## config.mk

```make
export PLATFORM = sky130hd
export DESIGN_NAME = rsc_radio_state_controller
export DESIGN_NICKNAME = d
export VERILOG_FILES = /design/src/design/rsc_radio_state_controller.v
export VERILOG_INCLUDE_DIRS = /design/src /design/src/design
export SDC_FILE = /design/constraint.sdc
export NUM_CORES = 1
export LEC_CHECK = 0
export BUFFER_PORTS_ARGS = -buffer_cell sky130_fd_sc_hd__buf_2
export CORE_AREA = 2 2 95 134
export DETAILED_ROUTE_END_ITERATION = 6
export DIE_AREA = 0 0 97 136
export PLACE_DENSITY = 0.78
export SETUP_SLACK_MARGIN = 0.4
export SYNTH_ARGS = -nofsm -noshare
export SYNTH_HDL_FRONTEND = slang
export SYNTH_SLANG_ARGS = --single-unit
```

## constraint.sdc

```tcl
create_clock -name clk_i -period 6.3 [get_ports clk_i]
set_input_delay 0.945 -clock clk_i [delete_from_list [all_inputs] [get_ports clk_i]]
set_output_delay 0.945 -clock clk_i [all_outputs]
set_load 0.01 [all_outputs]
```

## src/design/rsc_consts.vh

```
`ifndef RSC_CONSTS_VH
`define RSC_CONSTS_VH
// clock and microsecond prescaler
`define RSC_CLK_NS 20
`define RSC_US_CYC (1000 / `RSC_CLK_NS)
`define RSC_US_LAST (`RSC_US_CYC - 1)
`define RSC_DIV_W 6
`define RSC_DIV_ZERO 6'h00
`define RSC_DIV_ONE 6'h01
// register offsets and fields
`define RSC_ADDR_STATUS 6'h01
`define RSC_ADDR_CTRL 6'h02
`define RSC_BIT_DONE 7
`define RSC_BIT_IDLE 6
`define RSC_CMD_RST 5'h00
// radio state codes
`define RSC_ST_PON 5'h00
`define RSC_ST_BUSYRX 5'h01
`define RSC_ST_TX 5'h02
`define RSC_ST_LISTEN 5'h06
`define RSC_ST_IDLE 5'h08
`define RSC_ST_SYNTH 5'h09
`define RSC_ST_SLEEP 5'h0f
`define RSC_ST_PREHIB 5'h10
`define RSC_ST_BUSYAACK 5'h11
`define RSC_ST_BUSYARET 5'h12
`define RSC_ST_AACK 5'h16
`define RSC_ST_ARET 5'h19
`define RSC_ST_HIB 5'h1e
`define RSC_ST_PEND 5'h1f
// command codes
`define RSC_CMD_NOP 5'h00
`define RSC_CMD_TX 5'h02
`define RSC_CMD_FIDLE 5'h03
`define RSC_CMD_FSYN 5'h04
`define RSC_CMD_LISTEN 5'h06
`define RSC_CMD_IDLE 5'h08
`define RSC_CMD_SYNTH 5'h09
`define RSC_CMD_PREHIB 5'h10
`define RSC_CMD_AACK 5'h16
`define RSC_CMD_ARET 5'h19
// times in microseconds, counted in microsecond ticks, then random seed and taps
`define RSC_TMR_W 10
`define RSC_T_ZERO 10'h000
`define RSC_T_ONE 10'h001
`define RSC_T_FAST 10'h001
`define RSC_T_RST 10'h01a
`define RSC_T_SYN 10'h050
`define RSC_T_SYN_IN 10'h051
`define RSC_T_RXTX 10'h010
`define RSC_T_TXRX 10'h020
`define RSC_T_HIB_RADIO_CLOCK_OUTPUT 10'h023
`define RSC_T_CF 10'h018
`define RSC_T_MEAS 10'h087
`define RSC_T_SYNC 10'h060
`define RSC_T_RSSI 2'h2
`define RSC_RND_SEED 8'h5a
`define RSC_RND_TAPS 8'hb8
`endif

```

## src/design/rsc_radio_state_controller.v

```verilog
`timescale 1ns/100ps
`include "rsc_consts.vh"

module rsc_radio_state_controller #(
    parameter [9:0] T_PON_US = 10'h168,  // power-on to idle, microseconds
    parameter [9:0] T_WAKE_US = 10'h168, // hibernate to idle, microseconds
    parameter [9:0] T_SLP_US = 10'h0d2   // sleep to idle, microseconds
) (
    input wire clk_i,                    // 50 mhz clock
    input wire arst_n_i,                 // async reset, active low
    input wire rst_pin_n_i,              // radio reset pin, active low
    input wire sleep_transmit_pin_i,     // sleep/transmit pin
    input wire radio_clock_output_fast_i,              // clock output above 250 khz
    input wire [5:0] reg_addr_i,         // register address
    input wire reg_wr_i,                 // write strobe
    input wire reg_rd_i,                 // read strobe
    input wire [7:0] reg_wdata_i,        // write data
    output reg [7:0] reg_rdata_o,        // read data, next cycle
    input wire frame_end_i,              // transmitter finished frame
    input wire preamble_i,               // preamble seen on air
    input wire rx_end_i,                 // received frame ended
    input wire meas_req_i,               // start energy/channel check
    input wire chan_busy_i,              // channel energy above level
    input wire [2:0] trac_result_i,      // transaction result
    output reg rssi_tick_o,              // signal strength refresh pulse
    output reg meas_done_o,              // measurement finished pulse
    output reg pll_cal_o,                // frequency calibration busy
    output reg [7:0] rnd_o,              // random value
    output reg tx_active_o               // transmitter on air
);

    reg [4:0] st_ff;
    reg pend_ff;
    reg [4:0] tgt_ff;
    reg [`RSC_TMR_W-1:0] tmr_ff;
    reg [`RSC_DIV_W-1:0] tdiv_ff;
    reg [`RSC_DIV_W-1:0] gdiv_ff;
    reg dfr_ff;
    reg [4:0] cmd_ff;
    reg [2:0] trac_ff;
    reg pin_ff;
    reg [1:0] rssi_ff;
    reg [`RSC_TMR_W-1:0] cal_ff;
    reg [`RSC_TMR_W-1:0] meas_ff;
    reg done_ff;
    reg idle_ff;
    reg [`RSC_TMR_W-1:0] sync_ff;
    reg nxt_go;
    reg [4:0] nxt_tgt;
    reg [`RSC_TMR_W-1:0] nxt_t;
    reg nxt_dfr;
    wire us_tick;
    wire pin_rise;
    wire pin_fall;
    wire asleep;
    wire rx_state;
    wire tdone;
    wire cmd_wr;
    wire [4:0] wcmd;
    wire [4:0] state_code;

    // free-running microsecond tick for the periodic blocks
    assign us_tick = (gdiv_ff == `RSC_US_LAST);
    assign pin_rise = sleep_transmit_pin_i & ~pin_ff;
    assign pin_fall = ~sleep_transmit_pin_i & pin_ff;
    assign asleep = (st_ff == `RSC_ST_SLEEP) || (st_ff == `RSC_ST_HIB);
    assign rx_state = (st_ff == `RSC_ST_LISTEN) || (st_ff == `RSC_ST_BUSYRX) ||
                      (st_ff == `RSC_ST_AACK) || (st_ff == `RSC_ST_BUSYAACK);
    assign tdone = pend_ff && (tmr_ff == `RSC_T_ZERO);
    // writes are dropped while asleep and during radio reset
    assign cmd_wr = reg_wr_i && (reg_addr_i == `RSC_ADDR_CTRL) && !asleep && rst_pin_n_i;
    assign wcmd = reg_wdata_i[4:0];
    assign state_code = pend_ff ? `RSC_ST_PEND : st_ff;

    // decode a command or pin edge into a target state and settle time
    always @* begin
        nxt_go = 1'b0;
        nxt_tgt = st_ff;
        nxt_t = `RSC_T_ONE;
        nxt_dfr = 1'b0;
        if (cmd_wr && wcmd == `RSC_CMD_FIDLE) begin
            nxt_go = 1'b1;
            nxt_tgt = `RSC_ST_IDLE;
            nxt_t = `RSC_T_FAST;
        end else if (cmd_wr && !pend_ff) begin
            // commands other than forced idle are ignored while pending, host must wait
            case (wcmd)
                `RSC_CMD_FSYN: begin
                    if (st_ff != `RSC_ST_PON) begin
                        nxt_go = 1'b1;
                        nxt_tgt = `RSC_ST_SYNTH;
                        nxt_t = `RSC_T_FAST;
                    end
                end
                `RSC_CMD_IDLE: begin
                    if (st_ff == `RSC_ST_PON) begin
                        nxt_go = 1'b1;
                        nxt_tgt = `RSC_ST_IDLE;
                        nxt_t = T_PON_US;
                    end else if (st_ff != `RSC_ST_TX && st_ff != `RSC_ST_BUSYARET) begin
                        nxt_go = 1'b1;
                        nxt_tgt = `RSC_ST_IDLE;
                    end
                end
                `RSC_CMD_SYNTH: begin
                    if (st_ff == `RSC_ST_IDLE) begin
                        nxt_go = 1'b1;
                        nxt_tgt = `RSC_ST_SYNTH;
                        nxt_t = `RSC_T_SYN;
                    end else if (rx_state || st_ff == `RSC_ST_ARET) begin
                        nxt_go = 1'b1;
                        nxt_tgt = `RSC_ST_SYNTH;
                    end
                end
                `RSC_CMD_LISTEN, `RSC_CMD_AACK: begin
                    if (st_ff == `RSC_ST_TX || st_ff == `RSC_ST_BUSYARET) begin
                        nxt_dfr = 1'b1;
                    end else if (st_ff == `RSC_ST_IDLE) begin
                        nxt_go = 1'b1;
                        nxt_tgt = wcmd;
                        nxt_t = (wcmd == `RSC_CMD_AACK) ? `RSC_T_SYN_IN : `RSC_T_SYN;
                    end else if (st_ff == `RSC_ST_SYNTH || st_ff == `RSC_ST_LISTEN ||
                                 st_ff == `RSC_ST_AACK || st_ff == `RSC_ST_ARET) begin
                        nxt_go = 1'b1;
                        nxt_tgt = wcmd;
                    end
                end
                `RSC_CMD_ARET: begin
                    if (st_ff == `RSC_ST_IDLE) begin
                        nxt_go = 1'b1;
                        nxt_tgt = `RSC_ST_ARET;
                        nxt_t = `RSC_T_SYN_IN;
                    end else if (st_ff == `RSC_ST_SYNTH || rx_state) begin
                        nxt_go = 1'b1;
                        nxt_tgt = `RSC_ST_ARET;
                    end
                end
                `RSC_CMD_TX: begin
                    if (st_ff == `RSC_ST_SYNTH || st_ff == `RSC_ST_ARET) begin
                        nxt_go = 1'b1;
                        nxt_tgt = (st_ff == `RSC_ST_ARET) ? `RSC_ST_BUSYARET : `RSC_ST_TX;
                        nxt_t = `RSC_T_RXTX;
                    end
                end
                `RSC_CMD_PREHIB: begin
                    if (st_ff == `RSC_ST_IDLE) begin
                        nxt_go = 1'b1;
                        nxt_tgt = `RSC_ST_PREHIB;
                    end
                end
                default: begin
                    nxt_go = 1'b0;
                end
            endcase
        end else if (!pend_ff && rst_pin_n_i) begin
            // pin edges act only in the states that accept them
            if (pin_rise && (st_ff == `RSC_ST_SYNTH || st_ff == `RSC_ST_ARET)) begin
                nxt_go = 1'b1;
                nxt_tgt = (st_ff == `RSC_ST_ARET) ? `RSC_ST_BUSYARET : `RSC_ST_TX;
                nxt_t = `RSC_T_RXTX;
            end else if (pin_rise && (st_ff == `RSC_ST_PREHIB || st_ff == `RSC_ST_IDLE)) begin
                nxt_go = 1'b1;
                nxt_tgt = (st_ff == `RSC_ST_PREHIB) ? `RSC_ST_HIB : `RSC_ST_SLEEP;
                nxt_t = radio_clock_output_fast_i ? `RSC_T_HIB_RADIO_CLOCK_OUTPUT : `RSC_T_ZERO;
            end else if (pin_fall && st_ff == `RSC_ST_HIB) begin
                nxt_go = 1'b1;
                nxt_tgt = `RSC_ST_IDLE;
                nxt_t = T_WAKE_US;
            end else if (pin_fall && st_ff == `RSC_ST_SLEEP) begin
                nxt_go = 1'b1;
                nxt_tgt = `RSC_ST_IDLE;
                nxt_t = T_SLP_US;
            end
        end
    end

    // main state, pending target and settle timer
    always @(posedge clk_i or negedge arst_n_i) begin
        if (!arst_n_i) begin
            st_ff <= `RSC_ST_PON;
            pend_ff <= 1'b0;
            tgt_ff <= `RSC_ST_PON;
            tmr_ff <= `RSC_T_ZERO;
            tdiv_ff <= `RSC_DIV_ZERO;
            dfr_ff <= 1'b0;
            sync_ff <= `RSC_T_ZERO;
        end else if (!rst_pin_n_i) begin
            // reset drops a deferred request and starts a pending change to idle, pending or not, except in power-on, sleep and hibernate
            dfr_ff <= 1'b0;
            sync_ff <= `RSC_T_ZERO;
            tdiv_ff <= `RSC_DIV_ZERO;
            if (st_ff != `RSC_ST_PON && !asleep) begin
                pend_ff <= 1'b1;
                tgt_ff <= `RSC_ST_IDLE;
                tmr_ff <= `RSC_T_RST;
            end
        end else if (nxt_go) begin
            pend_ff <= 1'b1;
            tgt_ff <= nxt_tgt;
            tmr_ff <= nxt_t;
            tdiv_ff <= `RSC_DIV_ZERO;
            dfr_ff <= 1'b0;
            sync_ff <= `RSC_T_ZERO;
        end else if (tdone) begin
            st_ff <= tgt_ff;
            pend_ff <= 1'b0;
        end else if (pend_ff) begin
            // dedicated prescaler so each wait starts on a fresh microsecond
            if (tdiv_ff == `RSC_US_LAST) begin
                tdiv_ff <= `RSC_DIV_ZERO;
                tmr_ff <= tmr_ff - `RSC_T_ONE;
            end else begin
                tdiv_ff <= tdiv_ff + `RSC_DIV_ONE;
            end
        end else begin
            if (nxt_dfr) begin
                dfr_ff <= 1'b1;
            end
            // frame end: settle back to receive frequency
            if (frame_end_i && (st_ff == `RSC_ST_TX || st_ff == `RSC_ST_BUSYARET)) begin
                pend_ff <= 1'b1;
                tmr_ff <= `RSC_T_TXRX;
                tdiv_ff <= `RSC_DIV_ZERO;
                dfr_ff <= 1'b0;
                if (dfr_ff || nxt_dfr) begin
                    tgt_ff <= `RSC_ST_LISTEN;
                end else if (st_ff == `RSC_ST_BUSYARET) begin
                    tgt_ff <= `RSC_ST_ARET;
                end else begin
                    tgt_ff <= `RSC_ST_SYNTH;
                end
            end
            // synchronization on a detected preamble
            if ((st_ff == `RSC_ST_LISTEN || st_ff == `RSC_ST_AACK) && preamble_i) begin
                if (sync_ff == `RSC_T_SYNC) begin
                    st_ff <= (st_ff == `RSC_ST_AACK) ? `RSC_ST_BUSYAACK : `RSC_ST_BUSYRX;
                    sync_ff <= `RSC_T_ZERO;
                end else if (us_tick) begin
                    sync_ff <= sync_ff + `RSC_T_ONE;
                end
            end else begin
                sync_ff <= `RSC_T_ZERO;
            end
            if (rx_end_i && st_ff == `RSC_ST_BUSYRX) begin
                st_ff <= `RSC_ST_LISTEN;
            end
            if (rx_end_i && st_ff == `RSC_ST_BUSYAACK) begin
                st_ff <= `RSC_ST_AACK;
            end
        end
    end

    // pin history, command field and result capture
    always @(posedge clk_i or negedge arst_n_i) begin
        if (!arst_n_i) begin
            pin_ff <= 1'b0;
            cmd_ff <= `RSC_CMD_RST;
            trac_ff <= 3'h0;
        end else begin
            pin_ff <= sleep_transmit_pin_i;
            trac_ff <= trac_result_i;
            if (!rst_pin_n_i) begin
                cmd_ff <= `RSC_CMD_RST;
            end else if (cmd_wr) begin
                cmd_ff <= wcmd;
            end
        end
    end

    // register reads; nothing answers while asleep
    always @(posedge clk_i or negedge arst_n_i) begin
        if (!arst_n_i) begin
            reg_rdata_o <= 8'h00;
        end else if (reg_rd_i && !asleep && reg_addr_i == `RSC_ADDR_STATUS) begin
            reg_rdata_o <= {done_ff, idle_ff, 1'b0, state_code};
        end else if (reg_rd_i && !asleep && reg_addr_i == `RSC_ADDR_CTRL) begin
            reg_rdata_o <= {trac_ff, cmd_ff};
        end else begin
            reg_rdata_o <= 8'h00;
        end
    end

    // global microsecond divider, signal strength and random value
    always @(posedge clk_i or negedge arst_n_i) begin
        if (!arst_n_i) begin
            gdiv_ff <= `RSC_DIV_ZERO;
            rssi_ff <= 2'h0;
            rssi_tick_o <= 1'b0;
            rnd_o <= `RSC_RND_SEED;
        end else begin
            gdiv_ff <= us_tick ? `RSC_DIV_ZERO : gdiv_ff + `RSC_DIV_ONE;
            rssi_tick_o <= 1'b0;
            if (us_tick) begin
                // lfsr step; zero state cannot occur from a nonzero seed
                rnd_o <= rnd_o[0] ? ((rnd_o >> 1) ^ `RSC_RND_TAPS) : (rnd_o >> 1);
                if (!rx_state) begin
                    rssi_ff <= 2'h0;
                end else if (rssi_ff == `RSC_T_RSSI - 2'h1) begin
                    rssi_ff <= 2'h0;
                    rssi_tick_o <= 1'b1;
                end else begin
                    rssi_ff <= rssi_ff + 2'h1;
                end
            end
        end
    end

    // eight-symbol energy / channel measurement in receive states
    always @(posedge clk_i or negedge arst_n_i) begin
        if (!arst_n_i) begin
            meas_ff <= `RSC_T_ZERO;
            done_ff <= 1'b0;
            idle_ff <= 1'b0;
            meas_done_o <= 1'b0;
        end else begin
            meas_done_o <= 1'b0;
            if (!rst_pin_n_i || !rx_state) begin
                meas_ff <= `RSC_T_ZERO;
            end else if (meas_ff != `RSC_T_ZERO) begin
                if (us_tick && meas_ff == `RSC_T_ONE) begin
                    meas_ff <= `RSC_T_ZERO;
                    done_ff <= 1'b1;
                    idle_ff <= ~chan_busy_i;
                    meas_done_o <= 1'b1;
                end else if (us_tick) begin
                    meas_ff <= meas_ff - `RSC_T_ONE;
                end
            end else if (meas_req_i) begin
                // new request clears the old result; done cannot fire now
                meas_ff <= `RSC_T_MEAS;
                done_ff <= 1'b0;
                idle_ff <= 1'b0;
            end
        end
    end

    // centre-frequency calibration while the synthesizer starts
    always @(posedge clk_i or negedge arst_n_i) begin
        if (!arst_n_i) begin
            cal_ff <= `RSC_T_ZERO;
            pll_cal_o <= 1'b0;
            tx_active_o <= 1'b0;
        end else begin
            tx_active_o <= !pend_ff && (st_ff == `RSC_ST_TX || st_ff == `RSC_ST_BUSYARET);
            pll_cal_o <= (cal_ff != `RSC_T_ZERO);
            if (nxt_go && st_ff == `RSC_ST_IDLE && nxt_t == `RSC_T_SYN) begin
                cal_ff <= `RSC_T_CF;
            end else if (nxt_go && st_ff == `RSC_ST_IDLE && nxt_t == `RSC_T_SYN_IN) begin
                cal_ff <= `RSC_T_CF;
            end else if (cal_ff != `RSC_T_ZERO && us_tick) begin
                cal_ff <= cal_ff - `RSC_T_ONE;
            end
        end
    end

endmodule // rsc_radio_state_controller

```

==> results.ini <==
[yosys]
yosysWarnings = 0
yosysSeqAreaShare_pct = 41.3
async_flop_share_pct = 100
synth.distinct_cells = 76
synth_cells = 695
synth_area_um2 = 5880
synth_ff_type = dfrtp_1
syn_nets = 734
synth_edf_count = 0
ys_seq_elements = 97
syn_area_per_cell_um2 = 8.46

[floorplanning]
start_util_pct = 48.7
rows = 48
die_w_um = 97
die_area_um2 = 13200
die_h_um = 136
core-area_um2 = 12100
pin_count = 49

[power_and_ir_drop]
ir_drop_mv = 0.159
clockPowerShare_pct = 43.1
pwr-share-comb_pct = 5.9
powerDensity_nw_per_um2 = 194
p_switching_mw = 0.309
p_int_mw = 0.937
p_seq_share_pct = 51.0
p_sw_share_pct = 24.8
power.leakage_nw = 2.71

[timing]
fmax_ghz = 0.267
min_period_over_period_pct = 59.4
finClkSkew_ns = 0.0102
final.setup.tns_ns = 0
rsz0062_at_grt = false
setup_violations = 0
final_max_slew_viol_count = 0
relSlewSlack_pct = 24.1
whs_ns = 0.445
finalHoldViolations = 0
worstMarginPinSlew_ns = 1.12
min_period_ns = 3.74
setup_slack_ns = 2.56

[clock_tree]
cts-root-buf = clkbuf_16
cts_buffers = 9
cts_buffer_depth = 2
insertion_delay_ns = 0.35
clk_pin_slew_ns = 0.07
post_cts_buffers = 0
cts_max_level = 3
cts_tree = built
cts_hold_buffers = 0
cts_resized = 0
cts_sinks = 97

[routing]
vias = 5366
drcViolationCount = 0
routed-wl-met2_um = 7720
routedLengthMet1_um = 5730
dr.first_iter.drc_count = 404
routed_via_density = 6.16
drt-wirelength-per-cell_um = 16.9
routed.top_layer = met4
wl_met3_um = 769
ant_nets = 0
wl_um = 14700
drt_first_pass_iters = 4

[cells_and_area]
multiInputGateArea_um2 = 3180
area_growth_pct = 9.34
seqCellArea_um2 = 2430
n_antenna_cell = 0
nFillCells = 1101
drive_above_1_share_pct = 12.2
final_cell_mix = dfrtp_1 (93), nor2_1 (84), nand2_1 (71)
final_util_pct = 53.3
layout.nets = 755
layout_commonest_cell = dfrtp_1

[setup_path]
regToRegSetupSlack_ns = 2.56
cp_max_fo = 26
end_kind = register
cp_slowest_stage_delay_ns = 1.07
crit_chain = nor4bb_2 > a31oi_1 > o221ai_1 > o311a_1 > or2_1 > nor3_2 > mux2_4
cp.arrival_ns = 3.98
critPathLaunchType = register
critical_path_class = register to register
path_delay_family = simple AND/OR/NAND/NOR gates
slowest_stage = nor4bb_2
crit_buf_inv = 0
cp.required_ns = 6.54

[min_path]
hp-class = register to register

[grt]
grtUsageTotal_pct = 23.2
grt_pass1_wl_um = 25300
grt_pass1_vias = 5415
grt_overflow_total = 0
antenna_found_initial = 0
grt_max_degree = 72

[placement]
hpwl_um = 10800
io_buffer_count = 45
place.gp.congestion = 0.944
preCtsSetupSlack_ns = 2.43

[job]
drv_cap = 0

[outcome]
outcome = finished, final reports clean

flip-flops by register name, summed over array words and instances, names as in the netlist, 2 cells and up:
| signal | cells |
|---|---|
| rnd_o | 8 |
| cal_ff | 10 |
| sync_ff | 10 |
| reg_rdata_o | 8 |
| cmd_ff | 5 |
| tmr_ff | 10 |
| rssi_ff | 2 |
| st_ff | 5 |
| gdiv_ff | 6 |
| meas_ff | 10 |
| tgt_ff | 5 |
| trac_ff | 3 |
| tdiv_ff | 6 |
power by group through the flow:
stage | logic, mW | clock network, mW | registers (mW)
2_1_floorplan | 0.0419 | 0 | 0.645
3_3_place_gp | 0.0714 | 0 | 0.647
3_5_place_dp | 0.0735 | 0 | 0.648
4_1_cts | 0.0739 | 0.546 | 0.635
5_1_grt | 0.0834 | 0.567 | 0.636
6_report | 0.0738 | 0.537 | 0.636
through the flow:
| stage | total power, mW | area (um2) | instances |
|---|---|---|---|
| after floorplan | 0.687 | 5880 | 695 |
| after global placement | 0.718 | 6150 | 855 |
| after detailed placement | 0.721 | 6150 | 855 |
| after CTS | 1.25 | 6430 | 871 |
| after global routing | 1.29 | 6430 | 871 |
| final | 1.25 | 6430 | 871 |
cell type report:
class                      count  share of cell area, %
inverter                      29                   1.69
multi-input combinational    533                   49.5
sequential                    97                   37.8
clock inverter                 6                  0.739
timing repair buffer          46                   3.66
clock buffer                  10                   3.72
tap                          150                   2.92
Yosys cell counts (7+ instances only):
library cell / count / area [um2]
and3_1: 12 / 75.1
nand4_1: 9 / 56.3
nor3_1: 19 / 95.1
a21oi_1: 49 / 245
xor2_1: 7 / 61.3
inv_1: 29 / 109
nor2b_1: 14 / 87.6
nand3_1: 21 / 105
a31oi_1: 7 / 43.8
dfrtp_1: 93 / 2330
o21ai_0: 55 / 275
clkbuf_1: 21 / 78.8
nor3b_1: 14 / 105
o211ai_1: 11 / 82.6
xnor2_1: 14 / 123
nor4_1: 8 / 50.1
nand2b_1: 14 / 87.6
buf_2: 10 / 50.1
nor2_1: 84 / 315
ha_1: 10 / 125
nand2_1: 71 / 267
or3_1: 9 / 56.3
layer usage:
| layer | vias up | GRT usage (%) |
|---|---|---|
| li1 | 2537 | - |
| met1 | 2599 | 26.8 |
| met2 | 189 | 42.2 |
| met3 | 41 | 3.34 |
| met4 | 0 | 11.1 |
| met5 | - | 0 |
cells by family (layout without fill, tap and decap cells):
| kind of cell | after synthesis | after routing | synth area share [%] |
|---|---|---|---|
| AO/OA/AOI/OAI | 179 | 179 | 19.3 |
| adder cells (fa/ha/maj) | 10 | 10 | 2.13 |
| XOR/XNOR | 21 | 21 | 3.13 |
| AND/OR/NAND/NOR | 315 | 315 | 27.9 |
| multiplexers | 8 | 8 | 1.49 |
| buffers and inverters | 65 | 91 | 4.68 |
| flip-flops | 97 | 97 | 41.3 |
final timing paths:
check,depth (start not counted),endpoint,from
setup reg to reg,7,st_ff[4]$_DFFE_PN0P_,st_ff[0]$_DFFE_PN0P_
setup / recovery,7,st_ff[4]$_DFFE_PN0P_,st_ff[0]$_DFFE_PN0P_
hold reg to reg,1,rssi_tick_o$_DFF_PN0_,rssi_ff[1]$_DFFE_PN0P_
max in group asynchronous,2,gdiv_ff[2]$_DFF_PN0_,arst_n_i
min in group asynchronous,1,cal_ff[1]$_DFFE_PN0P_,arst_n_i
hold / removal,1,rssi_tick_o$_DFF_PN0_,rssi_ff[1]$_DFFE_PN0P_
Power figures use the tool's default switching activity.
